## src/design/homing_pkg.sv

```systemverilog
// Package: constants and types for the origin-switch homing sequencer
package homing_pkg;

   // ==========================================================
   // Method selection
   localparam logic METHOD_11_3 = 1'b0;
   localparam logic METHOD_12_1 = 1'b1;

   // ==========================================================
   // Command encoding
   localparam logic DIR_FWD   = 1'b1;
   localparam logic DIR_REV   = 1'b0;
   localparam logic SPEED_HI  = 1'b1;
   localparam logic SPEED_LO  = 1'b0;

   // ==========================================================
   // Reset values
   localparam logic [1:0] SYNC_RESET = 2'h0;

   typedef enum logic [2:0] {
      ST_IDLE,
      ST_REV_HI,
      ST_FWD_HI,
      ST_FWD_LO,
      ST_REV_LO,
      ST_WAIT_Z,
      ST_DONE
   } home_state_e;

endpackage : homing_pkg

```

## src/design/homing_if.sv

```systemverilog
// Interface: synchronised input events passed to the sequencer
`timescale 1ns/1ns
interface homing_if;
   logic origin_lvl;
   logic origin_rise;
   logic origin_fall;
   logic rev_limit;
   logic index_rise;

   modport src (output origin_lvl, output origin_rise,
                output origin_fall, output rev_limit,
                output index_rise);
   modport dst (input origin_lvl, input origin_rise,
                input origin_fall, input rev_limit,
                input index_rise);
endinterface : homing_if

```

## src/design/homing_input_sync.sv

```systemverilog
// Input synchroniser for switch and index pins, with edge detectors on the origin and index pins
`timescale 1ns/1ns
module homing_input_sync
   import homing_pkg::*;
(
   // Clock and reset
   input  wire logic i_clock,
   input  wire logic i_rst,
   // Raw pins
   input  wire logic i_origin,
   input  wire logic i_rev_limit,
   input  wire logic i_index,
   // Events
   homing_if.src     ev
);
   logic [1:0] org_q, org_d;
   logic [1:0] lim_q, lim_d;
   logic [1:0] idx_q, idx_d;
   logic       org_prev_q, org_prev_d;
   logic       idx_prev_q, idx_prev_d;

   // ==========================================================
   // Two-stage capture; only stage 2 feeds edge logic
   always_comb begin
      org_d      = {org_q[0], i_origin};
      lim_d      = {lim_q[0], i_rev_limit};
      idx_d      = {idx_q[0], i_index};
      org_prev_d = org_q[1];
      idx_prev_d = idx_q[1];
   end

   always_ff @(posedge i_clock or posedge i_rst) begin
      if (i_rst) begin
         org_q      <= SYNC_RESET;
         lim_q      <= SYNC_RESET;
         idx_q      <= SYNC_RESET;
         org_prev_q <= 1'b0;
         idx_prev_q <= 1'b0;
      end else begin
         org_q      <= org_d;
         lim_q      <= lim_d;
         idx_q      <= idx_d;
         org_prev_q <= org_prev_d;
         idx_prev_q <= idx_prev_d;
      end
   end

   // ==========================================================
   // Level and edge outputs
   assign ev.origin_lvl  = org_q[1];
   assign ev.origin_rise = org_q[1] & ~org_prev_q;
   assign ev.origin_fall = ~org_q[1] & org_prev_q;
   assign ev.rev_limit   = lim_q[1];
   assign ev.index_rise  = idx_q[1] & ~idx_prev_q;

endmodule : homing_input_sync

```

## src/design/homing_sequence_origin_switch.sv

```systemverilog
// Homing sequencer for origin-switch methods 11.3 and 12.1
`timescale 1ns/1ns
module homing_sequence_origin_switch
   import homing_pkg::*;
(
   // Clock and reset
   input  wire logic i_clock,
   input  wire logic i_rst,
   // Control
   input  wire logic i_start,
   input  wire logic i_method,
   // Sensor pins
   input  wire logic i_origin,
   input  wire logic i_rev_limit,
   input  wire logic i_index,
   // Motion command
   output logic      o_run,
   output logic      o_dir_fwd,
   output logic      o_speed_hi,
   output logic      o_busy,
   output logic      o_done
);
   homing_if ev ();

   homing_input_sync u_sync (
      .i_clock     (i_clock),
      .i_rst       (i_rst),
      .i_origin    (i_origin),
      .i_rev_limit (i_rev_limit),
      .i_index     (i_index),
      .ev          (ev)
   );

   home_state_e state_q, state_d;
   logic        method_q, method_d;
   logic        run_q, run_d;
   logic        dir_q, dir_d;
   logic        spd_q, spd_d;
   logic        busy_q, busy_d;
   logic        done_q, done_d;

   // ==========================================================
   // Sequencer
   always_comb begin
      state_d  = state_q;
      method_d = method_q;
      unique case (state_q)
         ST_IDLE, ST_DONE: begin
            if (i_start) begin
               method_d = i_method;
               state_d  = ST_REV_HI;
            end
         end
         ST_REV_HI: begin
            if (ev.origin_rise) begin
               state_d = ST_FWD_LO;
            end else if (method_q == METHOD_11_3 && ev.rev_limit) begin
               state_d = ST_FWD_HI;
            end
         end
         ST_FWD_HI: begin
            if (ev.origin_rise) begin
               state_d = ST_FWD_LO;
            end
         end
         ST_FWD_LO: begin
            if (ev.origin_fall) begin
               if (method_q == METHOD_11_3) begin
                  state_d = ST_WAIT_Z;
               end else begin
                  state_d = ST_REV_LO;
               end
            end
         end
         ST_REV_LO: begin
            if (ev.origin_rise) begin
               state_d = ST_WAIT_Z;
            end
         end
         ST_WAIT_Z: begin
            if (ev.index_rise) begin
               state_d = ST_DONE;
            end
         end
      endcase
   end

   // ==========================================================
   // Command decode; the last low-speed leg keeps moving while waiting
   always_comb begin
      run_d  = 1'b0;
      dir_d  = DIR_REV;
      spd_d  = SPEED_LO;
      busy_d = 1'b1;
      done_d = 1'b0;
      unique case (state_d)
         ST_IDLE: begin
            busy_d = 1'b0;
         end
         ST_DONE: begin
            busy_d = 1'b0;
            done_d = 1'b1;
         end
         ST_REV_HI: begin
            run_d = 1'b1;
            spd_d = SPEED_HI;
         end
         ST_FWD_HI: begin
            run_d = 1'b1;
            dir_d = DIR_FWD;
            spd_d = SPEED_HI;
         end
         ST_FWD_LO: begin
            run_d = 1'b1;
            dir_d = DIR_FWD;
         end
         ST_REV_LO: begin
            run_d = 1'b1;
         end
         ST_WAIT_Z: begin
            run_d = 1'b1;
            dir_d = (method_d == METHOD_11_3) ? DIR_FWD : DIR_REV;
         end
      endcase
   end

   always_ff @(posedge i_clock or posedge i_rst) begin
      if (i_rst) begin
         state_q  <= ST_IDLE;
         method_q <= METHOD_11_3;
         run_q    <= 1'b0;
         dir_q    <= DIR_REV;
         spd_q    <= SPEED_LO;
         busy_q   <= 1'b0;
         done_q   <= 1'b0;
      end else begin
         state_q  <= state_d;
         method_q <= method_d;
         run_q    <= run_d;
         dir_q    <= dir_d;
         spd_q    <= spd_d;
         busy_q   <= busy_d;
         done_q   <= done_d;
      end
   end

   assign o_run      = run_q;
   assign o_dir_fwd  = dir_q;
   assign o_speed_hi = spd_q;
   assign o_busy     = busy_q;
   assign o_done     = done_q;

   // ==========================================================
   // Checks
   property p_start_rev_hi;
      @(posedge i_clock) disable iff (i_rst)
      (!busy_q && i_start) |=> (run_q && !dir_q && spd_q);
   endproperty
   a_start_rev_hi: assert property (p_start_rev_hi)
      else $error("start did not give reverse high speed");

   property p_start_12;
      @(posedge i_clock) disable iff (i_rst)
      (!busy_q && i_start && i_method) |=> (state_q == ST_REV_HI);
   endproperty
   a_start_12: assert property (p_start_12)
      else $error("method 12 did not start reverse high");

   property p_limit_turn;
      @(posedge i_clock) disable iff (i_rst)
      (state_q == ST_REV_HI && method_q == METHOD_11_3 && ev.rev_limit
       && !ev.origin_rise) |=> (dir_q && spd_q);
   endproperty
   a_limit_turn: assert property (p_limit_turn)
      else $error("reverse limit did not turn to forward high");

   property p_rise_fwd_lo;
      @(posedge i_clock) disable iff (i_rst)
      ((state_q == ST_REV_HI || state_q == ST_FWD_HI) && ev.origin_rise)
      |=> (run_q && dir_q && !spd_q);
   endproperty
   a_rise_fwd_lo: assert property (p_rise_fwd_lo)
      else $error("origin rise did not give forward low");

   property p_rise_12;
      @(posedge i_clock) disable iff (i_rst)
      (state_q == ST_REV_HI && method_q == METHOD_12_1 && ev.origin_rise)
      |=> (state_q == ST_FWD_LO);
   endproperty
   a_rise_12: assert property (p_rise_12)
      else $error("method 12 origin rise missed");

   property p_fall_rev_lo;
      @(posedge i_clock) disable iff (i_rst)
      (state_q == ST_FWD_LO && method_q == METHOD_12_1 && ev.origin_fall)
      |=> (run_q && !dir_q && !spd_q);
   endproperty
   a_fall_rev_lo: assert property (p_fall_rev_lo)
      else $error("origin fall did not give reverse low");

   property p_stop_11;
      @(posedge i_clock) disable iff (i_rst)
      (state_q == ST_WAIT_Z && method_q == METHOD_11_3 && ev.index_rise)
      |=> (!run_q && done_q);
   endproperty
   a_stop_11: assert property (p_stop_11)
      else $error("method 11 did not stop on index");

   property p_stop_12;
      @(posedge i_clock) disable iff (i_rst)
      (state_q == ST_WAIT_Z && method_q == METHOD_12_1 && ev.index_rise)
      |=> (!run_q && done_q && !busy_q);
   endproperty
   a_stop_12: assert property (p_stop_12)
      else $error("method 12 did not stop on index");

   property p_no_early_index;
      @(posedge i_clock) disable iff (i_rst)
      (state_q == ST_FWD_LO && ev.index_rise && !ev.origin_fall)
      |=> (run_q && !done_q);
   endproperty
   a_no_early_index: assert property (p_no_early_index)
      else $error("index accepted before origin edge");

   c_done_11: cover property (@(posedge i_clock) disable iff (i_rst)
      (method_q == METHOD_11_3 && done_q));
   c_done_12: cover property (@(posedge i_clock) disable iff (i_rst)
      (method_q == METHOD_12_1 && done_q));
   c_limit: cover property (@(posedge i_clock) disable iff (i_rst)
      (state_q == ST_FWD_HI));

endmodule : homing_sequence_origin_switch

```

## config.mk

```make
export PLATFORM = sky130hd
export DESIGN_NAME = homing_sequence_origin_switch
export DESIGN_NICKNAME = d
export VERILOG_FILES = /design/src/design/homing_pkg.sv /design/src/design/homing_if.sv /design/src/design/homing_input_sync.sv /design/src/design/homing_sequence_origin_switch.sv
export SDC_FILE = /design/constraint.sdc
export NUM_CORES = 1
export LEC_CHECK = 0
export CAP_MARGIN = 25
export CORE_ASPECT_RATIO = 0.9
export CORE_MARGIN = 3
export CORE_UTILIZATION = 40
export CTS_CLUSTER_SIZE = 24
export DETAILED_ROUTE_END_ITERATION = 10
export DONT_BUFFER_PORTS = 1
export HOLD_SLACK_MARGIN = 0.06
export PLACE_DENSITY = 0.62
export SLEW_MARGIN = 20
export SYNTH_ARGS = -nofsm -noshare
export SYNTH_HDL_FRONTEND = slang
export SYNTH_SLANG_ARGS = --single-unit
```

## constraint.sdc

```tcl
create_clock -name i_clock -period 2.2 [get_ports i_clock]
set_clock_uncertainty 0.1 [all_clocks]
set_input_delay 0 -clock i_clock [delete_from_list [all_inputs] [get_ports i_clock]]
set_output_delay 0 -clock i_clock [all_outputs]
set_load 0.02 [all_outputs]
```

* After elaboration in Yosys (flattened, before gate mapping)
Cells that the tools add are included.
Word-level totals: input bits 7, word-level logic and storage cells 56, flip-flop bits (word level) 17, output and inout port bits 5
Cells by class: reduce and logical (&&, ||, !) cells 8, multiplexer cells 17, bitwise operators 7, eq/ne operators 12
Operators by type and width (count):
- 3-bit 2-to-1 mux | 7
- 3-bit == test (second input constant) | 6
- 3-bit case mux with 6 select lines | 1
- 3-bit by 2-bit == test with 1-bit output (second input constant) | 4
- 1-bit 2-to-1 mux | 8
- 2-bit OR reduction | 4
- 3-bit by 1-bit == test with 1-bit output (second input constant) | 2
- 3-bit zero test | 2
- 5-bit OR reduction | 1
- 1-bit NOT | 4
- 1-bit bitwise AND | 3
- 1-bit case mux with 2 select lines | 1
- 1-bit logical AND | 1

* Longest topological paths before layout
Gate-level depths: netlist (run 1).
word-level depth 8, mapped depth 6, gate-level depth less buffers 6

* Hierarchy
Synthesis (run 1) repeated with hierarchy kept, for this count alone.
Unflattened totals: cell total of the unflattened synthesis 66, area, all modules 752.0 um^2
Modules (own cells, without submodules):
- homing_sequence_origin_switch | cells each 54, sequential area each 225.2 um^2, area each 526.8 um^2, instances 1
- homing_input_sync | cells each 12, sequential area each 200.2 um^2, area each 225.2 um^2, instances 1

* Worst setup path after synthesis (run 1)
Ideal clock, no wire load.
path kind flip-flop to flip-flop, start point register state_q[2], end point register busy_q, in the netlist o_busy, data required time 1968 ps, path slack 469 ps, buffers on the path 1, setup time 132 ps, period minus slack after synthesis 1731 ps, stages on the path, launching flop included 6, data arrival time 1499 ps, cell sequence dfrtp_1 -> buf_2 -> or3_4 -> a31oi_4 -> nor2_2 -> or3b_1
Between the ends: word-level cells in the longest chain between the ends 6, elaborated cells between the ends (all ways) 20, those cells by class eq/ne (7); mux (9); reduce/logical (4)
Ends and longest elaborated chain:
- start: declaration | RTL line homing_sequence_origin_switch.sv:34 | home_state_e state_q, state_d;
- start signal: assignment | RTL line homing_sequence_origin_switch.sv:137 | state_q <= state_d;
- 3-bit == test / 3-bit zero test (equally long branches) | RTL line homing_sequence_origin_switch.sv:47 | unique case (state_q)
- 2-bit OR reduction | RTL line homing_sequence_origin_switch.sv:47
- 3-bit case mux with 6 select lines * | RTL line homing_sequence_origin_switch.sv:47
- via state_d[1] | RTL line homing_sequence_origin_switch.sv:34
- 3-bit == test / 3-bit zero test (equally long branches) | RTL line homing_sequence_origin_switch.sv:96 | unique case (state_d)
- 2-bit OR reduction (no source line) *
- 1-bit 2-to-1 mux * | RTL line homing_sequence_origin_switch.sv:96
- via busy_d | RTL line homing_sequence_origin_switch.sv:39 | logic busy_q, busy_d;
- end signal: assignment | RTL line homing_sequence_origin_switch.sv:142 | busy_q <= busy_d;
- end: declaration | RTL line homing_sequence_origin_switch.sv:39
Mark *: on every way through the listed nets, which the timed path passes. The rest lies on a longest branch.

* Worst setup path in the final report (run 1)
Same ends and word-level chain as after synthesis.

==> run_results.csv, run 1 <==
group,metric,value,unit
status,outcome,"finished, final reports clean",
route,wl,1110,um
placed_design,dpl.hpwl,819,um
die,die_w,50.5,um
sta,tns,0,ns
sta,final-hold-violation-count,0,
die,die_h,46.1,um
final_layout,drive_gt1_share,14.5,%
worst_setup_path,worst_setup_path_end_kind,"flop",
clocking,h-tree-depth,1,
clocking,cts_sinks,17,
worst_setup_path,cp_data_arrival_time,1.93,ns
global_routing,grt_pass1_vias,397,
sta,rsz0062_at_grt,"false",
power,ir_worst_vdd,0.747,mV
logic_synthesis,synth_nets,68,
final_layout,final_common_cell,"dfrtp_1",
worst_setup_path,timing_worst_setup_path_type,"flop to flop",
logic_synthesis,ys_warn_count,0,
route,route.antenna.remaining_nets,0,
final_layout,final_util,52.0,%
die,die_area,2330,sq um
global_routing,grt_max_degree,18,
sta,slew_headroom,59.3,%
global_routing,grt_pass1_wl,1890,um
worst_setup_path,cp-start-kind,"flop",
route,drtIter0Drc,6,
route,drc_errors,0,
clocking,cts-root-buf,"clkbuf_4",
route,dr.pass1.iters,4,
flow_run,maxCapViolations,0,
placed_design,place_congestion,0.792,
worst_setup_path,critPathMaxFanout,9,
power,leakagePower,0.348,nW
logic_synthesis,ys.flop_type,"dfrtp_1",
clocking,clock_insertion_delay_worst_skew,0.28,ns
clocking,clk_path_buf_depth,2,
logic_synthesis,synth-edff-count,0,
sta,max_freq,536,MHz
logic_synthesis,ys_seq_elements,17,
route,via_per_inst,4.99,
route,wl_per_cell,12.2,um
clocking,numCtsBuffers,3,
final_layout,mostFrequentLayoutCells,"dfrtp_1, dlygate4sd3_1, inv_1, nand2b_1",
logic_synthesis,avgSynthCellArea,11.7,sq um
global_routing,overflow,0,
clocking,cts_resized,0,
logic_synthesis,netlist_area,713,sq um
die,rows,13,
sta,worst_pin_slew,0.610,ns
clocking,cts_tree,"yes",
final_layout,nets,77,
die,ios,12,
global_routing,grt_usage,11.4,%
sta,setup_viol_count_final,0,
placed_design,place.port_buffers,0,
logic_synthesis,synthArstFlopShare,100,%
die,start_util,45.7,%
worst_setup_path,required,2.27,ns
power,power.density,1390,nW/um^2
clocking,path_clk_slew,0.09,ns
sta,fin_crit,1.87,ns
sta,period_share,84.9,%
die,coreArea,1560,sq um
power,power.total,1.12,mW
logic_synthesis,syn_inst,61,
final_layout,syn_to_final_growth,13.9,%
final_layout,antenna_cells,0,
logic_synthesis,synth_cell_types,29,
route,via_count,454,
sta,finalMaxSlewViolations,0,
global_routing,grt_antenna_before_repair,0,
logic_synthesis,ys_seq_area_share,59.6,%
hold_path,hold_class,"input port to flop",
==> final timing paths <==
kind	start	end	slack [ns]	depth (start not counted)
worst min register to register	u_sync.lim_q[0]$_DFF_PP0_	u_sync.lim_q[1]$_DFF_PP0_	0.26	0
worst min-delay path	i_start	state_q[0]$_DFF_PP0_	0.08	2
max in group asynchronous	i_rst	method_q$_DFF_PP0_	1.49	2
worst max-delay path	state_q[2]$_DFF_PP0_	o_busy$_DFF_PP0_	0.33	4
worst max register to register	state_q[2]$_DFF_PP0_	o_busy$_DFF_PP0_	0.33	4
min in group asynchronous	i_rst	u_sync.org_q[0]$_DFF_PP0_	0.12	2
==> worst max-delay path, cell delays in order (launching register included) <==
cell,delay [ns]
dfrtp_1,0.48
or2_1,0.29
a211oi_1,0.27
a41oi_1,0.17
or3b_1,0.44
==> report_power, final <==
group	total [mW]	leakage, nW	internal [mW]	switching [mW]
Combinational	0.424	0.131	0.188	0.236
Clock	0.158	0.0177	0.0674	0.0905
Sequential	0.543	0.199	0.403	0.140
==> metal layers <==
| metal | vias up | global-route usage, % | share of wire, % |
|---|---|---|---|
| li1 | 228 | - | - |
| met4 | 0 | 6.45 | 0 |
| met2 | 8 | 14.3 | 44 |
| met5 | - | 0 | 0 |
| met3 | 0 | 3.56 | 4.2 |
| met1 | 218 | 16.9 | 52 |
==> cells by family after synthesis <==
logic type	after synthesis	synth area share (%)
multiplexers	1	1.58
AO/OA/AOI/OAI	13	13.9
AND/OR/NAND/NOR	24	20.5
buffers and inverters	6	4.38
flip-flops	17	59.6
==> Yosys cell counts, types with 2 or more instances <==
| master | instances | share of area [%] |
|---|---|---|
| a211oi_1 | 2 | 2.1 |
| a21oi_1 | 2 | 1.4 |
| dfrtp_1 | 17 | 60 |
| inv_1 | 4 | 2.1 |
| nand2_1 | 3 | 1.6 |
| nand2b_1 | 4 | 3.5 |
| nand3_1 | 2 | 1.4 |
| nor2_1 | 2 | 1.1 |
| nor2b_1 | 3 | 2.6 |
| o21ai_0 | 2 | 1.4 |
| o22ai_1 | 2 | 1.8 |
==> area by class of cell <==
cell class | count | area (sq um)
multi-input combinational | 38 | 256
tap | 22 | 27.5
fill | 134 | 749
clock buffer | 3 | 22.5
sequential | 17 | 425
timing repair buffer | 6 | 60.1
clock inverter | 1 | 5.00
inverter | 4 | 15.0
==> per-stage QoR <==
stage | hold WS (ns) | cell area (sq um) | instances | setup WS [ns]
CTS | 0.0722 | 812 | 91 | 0.313
floorplan | -0.174 | 713 | 61 | 0.469
detailed placement | -0.0966 | 724 | 81 | 0.335
global route | 0.126 | 812 | 91 | 0.178
global placement | -0.107 | 724 | 81 | 0.390
finish | 0.0764 | 812 | 91 | 0.333
==> sequential cells by signal, indices dropped and copies added, names as in the netlist <==
register / count
u_sync.idx_q: 2
o_busy: 1
o_speed_hi: 1
method_q: 1
o_dir_fwd: 1
state_q: 3
o_run: 1
u_sync.idx_prev_q: 1
u_sync.org_prev_q: 1
u_sync.lim_q: 2
o_done: 1
u_sync.org_q: 2
==> what timing repair did <==
| item | CTS | global route |
|---|---|---|
| hold buffers | 6 | 0 |
| endpoints found under the setup margin | 0 | 0 |
| setup buffers | 0 | 0 |
| endpoints found under the hold margin | 24 | 0 |
(Power assumes the default switching activity.)
==> run 2: changes to the inputs <==
--- a/config.mk
+++ b/config.mk
@@ -13,7 +13,7 @@
 export DETAILED_ROUTE_END_ITERATION = 10
 export DONT_BUFFER_PORTS = 1
 export HOLD_SLACK_MARGIN = 0.06
-export PLACE_DENSITY = 0.62
+export PLACE_DENSITY = 0.64
 export SLEW_MARGIN = 20
 export SYNTH_ARGS = -nofsm -noshare
 export SYNTH_HDL_FRONTEND = slang
==> constraint.sdc (replaced) <==
create_clock -name i_clock -period 1.7 [get_ports i_clock]
set_clock_uncertainty 0.1 [all_clocks]
set_input_delay 0 -clock i_clock [delete_from_list [all_inputs] [get_ports i_clock]]
set_output_delay 0 -clock i_clock [all_outputs]
set_load 0.02 [all_outputs]
==> run_results.csv, run 2 (synthesis gave the netlist of run 1 again) <==
group,metric,value,unit
status,outcome,"complete, but fails checks",
status,violations,"negative setup slack",
placed_design,placed_cell_area,779,sq um
final_layout,antenna_cells,0,
route,drtIter0Drc,8,
final_layout,top_register,"state_q",
global_routing,overflow,0,
final_layout,stdcell_count,102,
sta,finalMaxSlewViolations,0,
die,rows,13,
placed_design,place_congestion,0.838,
global_routing,grt_antenna_before_repair,0,
clocking,clock_insertion_delay_worst_skew,0.28,ns
clocking,cts-root-buf,"clkbuf_4",
worst_setup_path,slowest_stage,"dfrtp_1",
clocking,numCtsBuffers,3,
sta,postLayoutSetupSlackWorst,-0.0660,ns
die,ios,12,
final_layout,fill_cells,130,
worst_setup_path,cp-start-kind,"flop",
worst_setup_path,worst_setup_path_end_kind,"flop",
route,wl,1390,um
worst_setup_path,slowest_delay,0.42,ns
final_layout,final_common_cell,"dfrtp_1",
clocking,h-tree-depth,1,
route,wl_per_cell,13.6,um
power,leakagePower,0.426,nW
global_routing,grt_usage,12.0,%
route,via_per_inst,4.80,
worst_setup_path,reg2reg_depth,7,
placed_design,dpl.hpwl,836,um
worst_setup_path,required,1.78,ns
final_layout,drive_gt1_share,43.8,%
final_layout,multiInputGateArea,340,sq um
clocking,clk_path_buf_depth,2,
sta,final-hold-violation-count,0,
final_layout,syn_to_final_growth,38.6,%
clocking,path_clk_slew,0.10,ns
die,start_util,45.7,%
die,die_h,46.1,um
clocking,cts_sinks,17,
clocking,cts_tree,"yes",
worst_setup_path,crit_top_cell,"buf_6",
final_layout,largest_reg_flops,3,
sta,max_freq,566,MHz
final_layout,nets,88,
final_layout,seq_area,428,sq um
worst_setup_path,cp_data_arrival_time,1.85,ns
worst_setup_path,critPathMaxFanout,6,
power,power.density,2060,nW/um^2
worst_setup_path,crit-reg2reg-launch,"u_sync.org_prev_q$_DFF_PP0_",
final_layout,mostFrequentLayoutCells,"dfrtp_1, buf_4, dlygate4sd3_1, inv_1",
route,drc_errors,0,
route,route.antenna.remaining_nets,0,
sta,slew_headroom,59.6,%
flow_run,maxCapViolations,0,
placed_design,place.port_buffers,0,
placed_design,dp.cells,88,
sta,worst_pin_slew,0.605,ns
power,ir_worst_vdd,1.14,mV
worst_setup_path,timing_worst_setup_path_type,"flop to flop",
sta,fin_crit,1.77,ns
route,via_count,490,
die,die_area,2330,sq um
die,die_w,50.5,um
sta,period_share,104,%
hold_path,hold_class,"input port to asynchronous set/reset pin",
sta,setup_viol_count_final,3,
placed_design,post-place-ws,-0.0764,ns
sta,rsz0062_at_grt,"true",
global_routing,grt_pass1_wl,1990,um
global_routing,grt_max_degree,18,
worst_setup_path,reg2reg_to,"o_speed_hi$_DFF_PP0_",
final_layout,fin_area,988,sq um
worst_setup_path,reg2reg_slack,-0.07,ns
global_routing,grt_pass1_vias,469,
worst_setup_path,path_cells,"nor2b_4 -> or3_4 -> a31oi_4 -> buf_6 -> nand2b_4 -> buf_6 -> a21oi_2",
worst_setup_path,cp-startpoint,"u_sync.org_prev_q$_DFF_PP0_",
route,dr.pass1.iters,4,
die,coreArea,1560,sq um
==> run 2: changes by cell type in the layout (fill, tap and decap cells not counted), sizes merged <==
cell | before | now
buf | 0 | 11
==> run 2: worst max path at each step <==
stage,endpoint,depth (start not counted),slack [ns]
after global routing,o_speed_hi$_DFF_PP0_,7,-0.12
after global placement,o_dir_fwd$_DFF_PP0_,6,-0.06
final,o_speed_hi$_DFF_PP0_,7,-0.07
after floorplan,o_busy$_DFF_PP0_,5,-0.02
after CTS,o_dir_fwd$_DFF_PP0_,6,-0.03
after detailed placement,o_dir_fwd$_DFF_PP0_,6,-0.08
==> run 2: layout make-up <==
| type | count | area share (%) |
|---|---|---|
| flip-flops and latches | 17 | 43.3 |
| multi-input cells | 38 | 34.4 |
| repair buffers | 17 | 15.2 |
| well taps | 22 | 2.78 |
| clock buffers | 3 | 2.28 |
| inverters | 4 | 1.52 |
| clock inverters | 1 | 0.506 |
==> run 2: worst max-delay path: cells and delay by family, from the launching register on <==
family / cells / cell delay (ns)
buffers and inverters: 2 / 0.24
and+or+nand+nor: 3 / 0.60
AOI/OAI and AO/OA: 2 / 0.30
DFF: 1 / 0.42
==> run 2: power by group <==
group / switching [mW] / total [mW] / internal (mW)
logic: 0.528 / 1.14 / 0.612
registers: 0.157 / 0.683 / 0.526
clock network: 0.122 / 0.209 / 0.0874
total: 0.806 / 2.03 / 1.23
==> run 2: metal layers <==
| metal | vias to the layer above | global-route usage, % | wire, um |
|---|---|---|---|
| met5 | - | 0 | 0 |
| met4 | 0 | 9.68 | 12 |
| met3 | 2 | 1.94 | 25 |
| met2 | 7 | 17.7 | 667 |
| met1 | 237 | 15.9 | 680 |
| li1 | 244 | - | - |
==> run 2: timing repair <==
action / CTS / global route
hold endpoints to repair: 25 / 0
resized for setup: 6 / 13
gates cloned: 0 / 0
setup buffers: 1 / 3
pin swaps: 1 / 4
setup endpoints to repair: 4 / 4
hold buffers: 6 / 0
==> run 2: metrics by stage <==
| step | hold WS [ns] | setup TNS [ns] | power (mW) | util [%] |
|---|---|---|---|---|
| finish | 0.115 | -0.128 | 2.03 | 63.3 |
| global route | 0.150 | -0.530 | 2.17 | 63.3 |
| global placement | -0.103 | -0.125 | 1.40 | 49.9 |
| detailed placement | -0.0930 | -0.159 | 1.42 | 49.9 |
| floorplan | -0.174 | -0.0232 | 1.18 | - |
| CTS | 0.131 | -0.0266 | 1.72 | 57.9 |
